## config.mk

```make
export PLATFORM = sky130hd
export DESIGN_NAME = rtc_host_bus_interface
export DESIGN_NICKNAME = d
export VERILOG_FILES = /design/src/rtc_port_pkg.sv /design/src/pin_sync.sv /design/src/rtc_host_bus_interface.sv
export SDC_FILE = /design/constraint.sdc
export NUM_CORES = 1
export LEC_CHECK = 0
export ABC_CLOCK_PERIOD_IN_PS = 1650
export BUFFER_PORTS_ARGS = -buffer_cell sky130_fd_sc_hd__buf_2
export CORE_MARGIN = 3
export CORE_UTILIZATION = 48
export CTS_CLUSTER_DIAMETER = 150
export DETAILED_ROUTE_END_ITERATION = 10
export PLACE_DENSITY = 0.77
export SLEW_MARGIN = 10
export SYNTH_ARGS = -nofsm -noshare
export SYNTH_HDL_FRONTEND = slang
export SYNTH_SLANG_ARGS = --single-unit
```

## constraint.sdc

```tcl
create_clock -name i_clk -period 1.65 [get_ports i_clk]
set_input_delay 0.165 -clock i_clk [delete_from_list [all_inputs] [get_ports i_clk]]
set_output_delay 0.165 -clock i_clk [all_outputs]
set_load 0.005 [all_outputs]
```

## src/rtc_port_pkg.sv

```systemverilog
// Shared constants and pin bundles for the real-time-clock host port
package rtc_port_pkg;

	// ----------------------------------------------------------------
	// Widths and levels
	// ----------------------------------------------------------------
	localparam int          ADDR_W        = 4;
	localparam int          DATA_W        = 4;
	localparam logic        MODE_68       = 1'b1;
	localparam logic        MODE_80       = 1'b0;

	// ----------------------------------------------------------------
	// Timing
	// ----------------------------------------------------------------
	localparam int          CLK_MHZ       = 40;
	localparam int          PULSE_NS      = 1000;
	localparam int          PULSE_CYCLES  = (PULSE_NS * CLK_MHZ + 999) / 1000;
	localparam int          PULSE_CNT_W   = $clog2(PULSE_CYCLES + 1);

	// ----------------------------------------------------------------
	// Reset values
	// ----------------------------------------------------------------
	localparam logic [ADDR_W-1:0] ADDR_RST    = 4'h0;
	localparam logic [DATA_W-1:0] DATA_RST    = 4'h0;
	localparam logic              CS_LOW_RST  = 1'b1;

	// ----------------------------------------------------------------
	// Types
	// ----------------------------------------------------------------
	typedef struct packed {
		logic              bus_mode;
		logic              chip_select_low_active_n;
		logic              chip_select_high_active;
		logic              ale;
		logic              wr_rw;
		logic              rd_e;
		logic [ADDR_W-1:0] addr;
		logic [DATA_W-1:0] data;
	} bus_pins_t;

	localparam int PINS_W = $bits(bus_pins_t);

	typedef struct packed {
		logic              wr;
		logic              rd;
		logic [ADDR_W-1:0] addr;
		logic [DATA_W-1:0] wdata;
	} reg_req_t;

	typedef enum logic [1:0] {
		PER_IDLE  = 2'b00,
		PER_PULSE = 2'b01,
		PER_HOLD  = 2'b10
	} per_state_t;

endpackage

```

## src/pin_sync.sv

```systemverilog
// Two-stage synchroniser for a bundle of asynchronous pin levels
`timescale 1ns/10ps
module pin_sync #(
	parameter int W = 1
) (
	// Clock and reset
	input  wire logic         i_clk,
	input  wire logic         i_reset,
	// Levels
	input  wire logic [W-1:0] i_async,
	input  wire logic [W-1:0] i_rst_val,
	output logic      [W-1:0] o_sync
);

	logic [W-1:0] meta_r;
	logic [W-1:0] sync_r;

	// i_rst_val is a constant at every instance
	always_ff @(posedge i_clk or posedge i_reset) begin
		if (i_reset) begin
			meta_r <= '0;
			sync_r <= '0;
		end else begin
			meta_r <= i_async ^ i_rst_val;
			sync_r <= meta_r;
		end
	end

	assign o_sync = sync_r ^ i_rst_val;

endmodule

```

## src/rtc_host_bus_interface.sv

```systemverilog
// Parallel host port of the real-time clock: select gating, address latch, data drive
//
// Summary of operation
// - 80-style: drive data only when selected, read strobe low, write strobe high.
// - 68-style: drive data only when selected, R/W high and E high.
// - Host presents four-bit address; device decodes it with the address latch.
// - Latch enable high passes address and low-active select through.
// - Latch enable falling holds captured address and low-active select.
// - High-active select bypasses the latch and acts directly always.
// - Latch, write and read inputs accepted only while the high-active select is active.
// - Otherwise behave as latch closed and strobes idle; nothing happens.
// - Periodic output gives a pulse or interrupt on each selected carry.
// - Periodic output works regardless of both chip selects.
// - Bus-style input high selects 68-style, low selects 80-style.
// - Periodic output enabled when mask bit is 0, disabled at 1.
`timescale 1ns/10ps
module rtc_host_bus_interface (
	// Clock and reset
	input  wire logic                          i_clk,
	input  wire logic                          i_reset,
	// Host pins
	input  wire logic                          i_bus_mode,
	input  wire logic                          i_chip_select_low_active_n,
	input  wire logic                          i_chip_select_high_active,
	input  wire logic                          i_ale,
	input  wire logic                          i_wr_rw,
	input  wire logic                          i_rd_e,
	input  wire logic [rtc_port_pkg::ADDR_W-1:0] i_addr,
	input  wire logic [rtc_port_pkg::DATA_W-1:0] i_data,
	output logic      [rtc_port_pkg::DATA_W-1:0] o_data,
	output logic                               o_data_oe,
	// Register side
	output rtc_port_pkg::reg_req_t             o_reg_req,
	input  wire logic [rtc_port_pkg::DATA_W-1:0] i_reg_rdata,
	// Periodic event
	input  wire logic                          i_carry,
	input  wire logic                          i_carry_event_mask,
	input  wire logic                          i_irq_mode,
	input  wire logic                          i_irq_clear,
	output logic                               o_periodic_oe
);
	import rtc_port_pkg::*;

	// ----------------------------------------------------------------
	// Pin synchronisation
	// ----------------------------------------------------------------
	bus_pins_t pins_raw;
	bus_pins_t pins_rst;
	bus_pins_t pins_s;
	logic [PINS_W-1:0] pins_s_vec;

	always_comb begin
		pins_raw = '{bus_mode: i_bus_mode,
			chip_select_low_active_n: i_chip_select_low_active_n,
			chip_select_high_active: i_chip_select_high_active,
			ale: i_ale, wr_rw: i_wr_rw, rd_e: i_rd_e, addr: i_addr, data: i_data};
		pins_rst = '0;
		pins_rst.chip_select_low_active_n = CS_LOW_RST;
		pins_s = bus_pins_t'(pins_s_vec);
	end

	pin_sync #(.W(PINS_W)) u_sync (
		.i_clk     (i_clk),
		.i_reset   (i_reset),
		.i_async   (pins_raw),
		.i_rst_val (pins_rst),
		.o_sync    (pins_s_vec)
	);

	// ----------------------------------------------------------------
	// Select gating and address latch
	// ----------------------------------------------------------------
	logic [ADDR_W-1:0] addr_lat_r,  addr_lat_nxt;
	logic              cs0_lat_r,   cs0_lat_nxt;
	logic              latch_open;
	logic [ADDR_W-1:0] addr_eff;
	logic              cs0_eff;
	logic              sel;
	logic              is_68;
	logic              rd_act;
	logic              wr_act;

	always_comb begin
		is_68 = (pins_s.bus_mode == MODE_68);
		// High-active select gates the latch directly, never latched
		latch_open = pins_s.ale & pins_s.chip_select_high_active;
		addr_eff = latch_open ? pins_s.addr : addr_lat_r;
		cs0_eff  = latch_open ? pins_s.chip_select_low_active_n : cs0_lat_r;
		sel = ~cs0_eff & pins_s.chip_select_high_active;
		addr_lat_nxt = latch_open ? pins_s.addr : addr_lat_r;
		cs0_lat_nxt  = latch_open ? pins_s.chip_select_low_active_n : cs0_lat_r;
		// Deselected: strobes read as idle
		if (is_68) begin
			rd_act = sel & pins_s.rd_e & pins_s.wr_rw;
			wr_act = sel & pins_s.rd_e & ~pins_s.wr_rw;
		end else begin
			rd_act = sel & ~pins_s.rd_e & pins_s.wr_rw;
			wr_act = sel & ~pins_s.wr_rw;
		end
	end

	always_ff @(posedge i_clk or posedge i_reset) begin
		if (i_reset) begin
			addr_lat_r <= ADDR_RST;
			cs0_lat_r  <= CS_LOW_RST;
		end else begin
			addr_lat_r <= addr_lat_nxt;
			cs0_lat_r  <= cs0_lat_nxt;
		end
	end

	// ----------------------------------------------------------------
	// Access sequencing
	// ----------------------------------------------------------------
	logic              rd_act_r,  rd_act_nxt;
	logic              wr_act_r,  wr_act_nxt;
	logic              oe_r,      oe_nxt;
	logic [DATA_W-1:0] rdata_r,   rdata_nxt;
	reg_req_t          req_r,     req_nxt;

	always_comb begin
		rd_act_nxt = rd_act;
		wr_act_nxt = wr_act;
		oe_nxt     = rd_act;
		rdata_nxt  = rd_act ? i_reg_rdata : rdata_r;
		req_nxt    = req_r;
		req_nxt.wr = 1'b0;
		req_nxt.rd = rd_act & ~rd_act_r;
		if (rd_act & ~rd_act_r) begin
			req_nxt.addr = addr_eff;
		end
		if (wr_act) begin
			req_nxt.addr  = addr_eff;
			req_nxt.wdata = pins_s.data;
		end
		// Commit on the trailing edge only while still selected
		if (wr_act_r & ~wr_act & sel) begin
			req_nxt.wr = 1'b1;
		end
	end

	always_ff @(posedge i_clk or posedge i_reset) begin
		if (i_reset) begin
			rd_act_r <= 1'b0;
			wr_act_r <= 1'b0;
			oe_r     <= 1'b0;
			rdata_r  <= DATA_RST;
			req_r    <= '0;
		end else begin
			rd_act_r <= rd_act_nxt;
			wr_act_r <= wr_act_nxt;
			oe_r     <= oe_nxt;
			rdata_r  <= rdata_nxt;
			req_r    <= req_nxt;
		end
	end

	assign o_data    = rdata_r;
	assign o_data_oe = oe_r;
	assign o_reg_req = req_r;

	// ----------------------------------------------------------------
	// Periodic output
	// ----------------------------------------------------------------
	per_state_t             per_r,   per_nxt;
	logic [PULSE_CNT_W-1:0] cnt_r,   cnt_nxt;

	// No select term appears here on purpose
	always_comb begin
		per_nxt = per_r;
		cnt_nxt = cnt_r;
		case (per_r)
			PER_IDLE: begin
				if (i_carry & ~i_carry_event_mask) begin
					per_nxt = i_irq_mode ? PER_HOLD : PER_PULSE;
					cnt_nxt = PULSE_CNT_W'(PULSE_CYCLES - 1);
				end
			end
			PER_PULSE: begin
				if (cnt_r == '0) begin
					per_nxt = PER_IDLE;
				end else begin
					cnt_nxt = cnt_r - 1'b1;
				end
			end
			PER_HOLD: begin
				// A new carry in the clearing cycle keeps the request
				if (i_irq_clear & ~(i_carry & ~i_carry_event_mask)) begin
					per_nxt = PER_IDLE;
				end
			end
			default: begin
				per_nxt = PER_IDLE;
			end
		endcase
	end

	always_ff @(posedge i_clk or posedge i_reset) begin
		if (i_reset) begin
			per_r <= PER_IDLE;
			cnt_r <= '0;
		end else begin
			per_r <= per_nxt;
			cnt_r <= cnt_nxt;
		end
	end

	assign o_periodic_oe = (per_r != PER_IDLE);

	// ----------------------------------------------------------------
	// Assertions
	// ----------------------------------------------------------------
	read80_drive_a: assert property (@(posedge i_clk) disable iff (i_reset)
		!is_68 && sel && !pins_s.rd_e && pins_s.wr_rw |=> o_data_oe)
		else $error("80-style read did not drive data");

	read68_drive_a: assert property (@(posedge i_clk) disable iff (i_reset)
		is_68 && sel && pins_s.rd_e && pins_s.wr_rw |=> o_data_oe)
		else $error("68-style read did not drive data");

	desel_quiet_a: assert property (@(posedge i_clk) disable iff (i_reset)
		!sel |=> !o_data_oe && !o_reg_req.wr && !o_reg_req.rd)
		else $error("deselected port drove or accessed");

	latch_pass_a: assert property (@(posedge i_clk) disable iff (i_reset)
		latch_open |=> addr_lat_r == $past(pins_s.addr))
		else $error("open latch did not follow address");

	latch_hold_a: assert property (@(posedge i_clk) disable iff (i_reset)
		!latch_open ##1 !latch_open |-> $stable(addr_lat_r) && $stable(cs0_lat_r))
		else $error("closed latch changed");

	write_commit_a: assert property (@(posedge i_clk) disable iff (i_reset)
		$fell(wr_act) && sel |=> o_reg_req.wr && o_reg_req.wdata == $past(pins_s.data, 2))
		else $error("write not committed at strobe end");

	pulse_width_a: assert property (@(posedge i_clk) disable iff (i_reset)
		per_r == PER_IDLE && i_carry && !i_carry_event_mask && !i_irq_mode
		|=> o_periodic_oe [*8])
		else $error("periodic pulse too short");

	mask_block_a: assert property (@(posedge i_clk) disable iff (i_reset)
		per_r == PER_IDLE && i_carry_event_mask |=> !o_periodic_oe)
		else $error("masked carry produced output");

	irq_hold_a: assert property (@(posedge i_clk) disable iff (i_reset)
		per_r == PER_IDLE && i_carry && !i_carry_event_mask && i_irq_mode && !sel
		##1 !i_irq_clear [*3] |=> o_periodic_oe)
		else $error("interrupt request lost while deselected");

endmodule

```

==> impl_metrics.ini <==
[pwr]
power_density_nw_per_um2 = 1350
p_leak_nw = 1.28
ir_worst_vdd_v = 0.000701
finalPower_w = 0.00368

[synth]
synth_top_area_share_pct = 70.0
syn-num-nets = 161
syn_area_per_cell_um2 = 14.8
synth.area.top_cells = dfrtp_1 70%, mux2_2 8.4%, nor2_1 2.1%, a2111oi_4 1.4%, dfstp_2 1.3%
syn_area_um2 = 2000
netlist_instances = 135
synth-seq-cells = 57
seq_area_frac_synth_pct = 71.4
ys_warn_count = 0
synth_top_area_cell = dfrtp_1
ys_types = 34

[floorplan]
core_region_area_um2 = 3830
die_h_um = 70.6
io_pins = 40
start_util_pct = 52.3
rows = 22
dieArea_um2 = 4980
fp.dieW_um = 70.6

[worst_setup_path]
r2r_end = o_reg_req[6]
setup.worst_path.end_class = register
startpoint_type = register
critical_path_class = reg -> reg
required_ps = 1850
worstReg2RegStart = u_sync.sync_r[9]
reg2reg_setup_slack_ps = 30
critPathMaxFanout = 3
slowest_stage = dfrtp_2
rr_worst_depth = 4
crit_family = flip-flops
crit_chain = and3b_2 -> a2111oi_4 -> buf_4 -> mux2_2
cp.arrival_ps = 1830
critPathMaxStageDelay_ps = 400
crit_buf_inv = 1

[clock_network]
clk_path_buf_depth = 2
clkLatencyLatePin_ps = 320
cts_made_buffers = 9
cts_tree = yes
path_clk_slew_ps = 60
cts_num_sinks = 57
cts_root_buf = clkbuf_8
ctsHtreeMaxLevel = 3

[sta]
min_period_over_period_pct = 98.5
setup_viol = 0
whs_ps = 74.1
fin_skew_ps = 5.85
slew_violations = 0
post-route-min-period_ps = 1620
timing.final.ws_setup_ps = 25.0
slew_headroom_pct = 68.3
worst_pin_slew_ps = 475
hold_violations = 0
fmax_mhz = 615
rsz0062_at_grt = yes

[detailed_routing]
routed_via_density = 4.97
vias = 1287
remaining_drc_errors = 0
first_iter_violations = 50
drt-total-wl_mm = 3.76
antenna_left = 0
post_drt_wl_per_cell_um = 14.5
drt_pass1_iterations = 4

[final_layout]
fin_nets = 233
drive_gt1_share_pct = 44.5
antenna_cells = 0
area_delta_synth_final_pct = 36.0
final_core_util_pct = 71.1
fillers = 250

[global_route]
grt_pass1_wl_mm = 6.42
grt_pass1_vias = 1395
grt_usage_pct = 16.9
grt_overflow_total = 0
grt_antenna_before_repair = 0
grt_max_degree = 37

[min_path]
hold_depth = 2
min_from = i_reg_rdata[0]
whs_endpoint = o_data[0]
hold_path_class = in -> reg

[placed_design]
place_hpwl_mm = 2.42
port_buffers = 39
place_congestion = 0.736
pre_cts_slack_ps = -79.0

[status]
run_status = finished, final reports clean

[job]
maxCapViolations = 0
[per-layer routing]
metal	GRT usage, %	wire length (um)	vias up
met5	0	0	-
met4	8.35	80	0
met3	6.25	211	12
met2	28.0	2020	43
met1	19.3	1450	623
li1	-	-	609
[synth_stat cells (all sizes together)]
| library cell | n |
|---|---|
| nor3 | 3 |
| inv | 6 |
| ha | 2 |
| a31oi | 2 |
| and3b | 1 |
| nor3b | 1 |
| nor2 | 11 |
| or4b | 1 |
| and2 | 1 |
| a21oi | 5 |
| xnor2 | 2 |
| or2 | 1 |
| dfstp | 1 |
| nand2 | 5 |
| nand3b | 1 |
| o21ai | 5 |
| o2111ai | 1 |
| nor4 | 1 |
| o21bai | 1 |
| or4 | 1 |
| buf | 2 |
| nand2b | 2 |
| o22ai | 2 |
| a2111oi | 1 |
| nor2b | 1 |
| dfrtp | 56 |
| or2b | 1 |
| nor4b | 1 |
| a22oi | 1 |
| mux2 | 16 |
[how the worst max path moves through the flow]
| stage | cells after the start | end | start | slack [ps] |
|---|---|---|---|---|
| finish | 4 | o_reg_req[6] | u_sync.sync_r[9] | 30 |
| detailed placement | 4 | o_reg_req[6] | u_sync.sync_r[10] | -80 |
| CTS | 4 | o_reg_req[4] | u_sync.sync_r[9] | 6 |
| global route | 3 | cnt_r[3] | cnt_r[0] | -30 |
| floorplan | 4 | cnt_r[3] | per_r[1] | 70 |
| global placement | 6 | cnt_r[2] | cnt_r[0] | 50 |
[final cells by class]
cell class                 count  area (um^2)  area share [%]
timing repair buffer          63          425            15.6
clock inverter                 2         35.0            1.29
sequential                    57         1430            52.5
multi-input combinational     70          571            21.0
tap                           48         60.1            2.21
inverter                       6         22.5           0.828
clock buffer                  13          179            6.57
[repair_timing]
item | 4_1_cts | 5_1_grt
hold buffers | 15 | 0
resized for setup | 2 | 9
endpoints found under the setup margin | 12 | 13
pin swaps | 1 | 1
setup buffers | 2 | 3
hold endpoints to repair | 35 | 0
[layout by cell type, fill, tap and decap left out, types with 2 or more instances in the layout]
master / n
xnor2_1: 2
o22ai_1: 2
nor3_1: 2
inv_1: 5
o21ai_0: 4
nand2_1: 4
ha_1: 2
clkbuf_8: 13
dlygate4sd3_1: 15
a31oi_1: 2
mux2_4: 2
buf_2: 39
mux2_2: 14
nor2_1: 10
a21oi_1: 4
nand2b_1: 2
dfrtp_1: 55
buf_4: 8
[logic make-up (layout without fill, tap and decap cells)]
group                      count (synthesis)  count (layout)  share of synthesized area, %
buffers and inverters                      8              84                          1.94
and+or+nand+nor                           32              32                          9.26
adders and majority gates                  2               2                          1.25
DFF                                       57              57                          71.4
muxes                                     16              16                          9.01
AOI/OAI and AO/OA                         18              18                          6.32
xor gates and xnor gates                   2               2                         0.876
[flip-flops by register name (all words and copies together), names as in the netlist]
name / flops
o_reg_req: 10
wr_act_r: 1
u_sync.meta_r: 14
u_sync.sync_r: 14
o_data_oe: 1
cnt_r: 6
o_data: 4
cs0_lat_r: 1
addr_lat_r: 4
per_r: 2
[metrics by stage]
step           instance area [um^2]  TNS [ps]  std cells
2_1_floorplan                  2000         0        135
3_3_place_gp                   2280         0        224
3_5_place_dp                   2280      -539        224
4_1_cts                        2670         0        256
5_1_grt                        2720     -58.6        259
6_report                       2720         0        259
[power breakdown]
group	internal (W)	switching, W
logic	0.000337	0.000285
clock network	0.000851	0.000499
registers	0.00159	0.000109
total	0.00278	0.000894
Power figures use the tool's default switching activity.
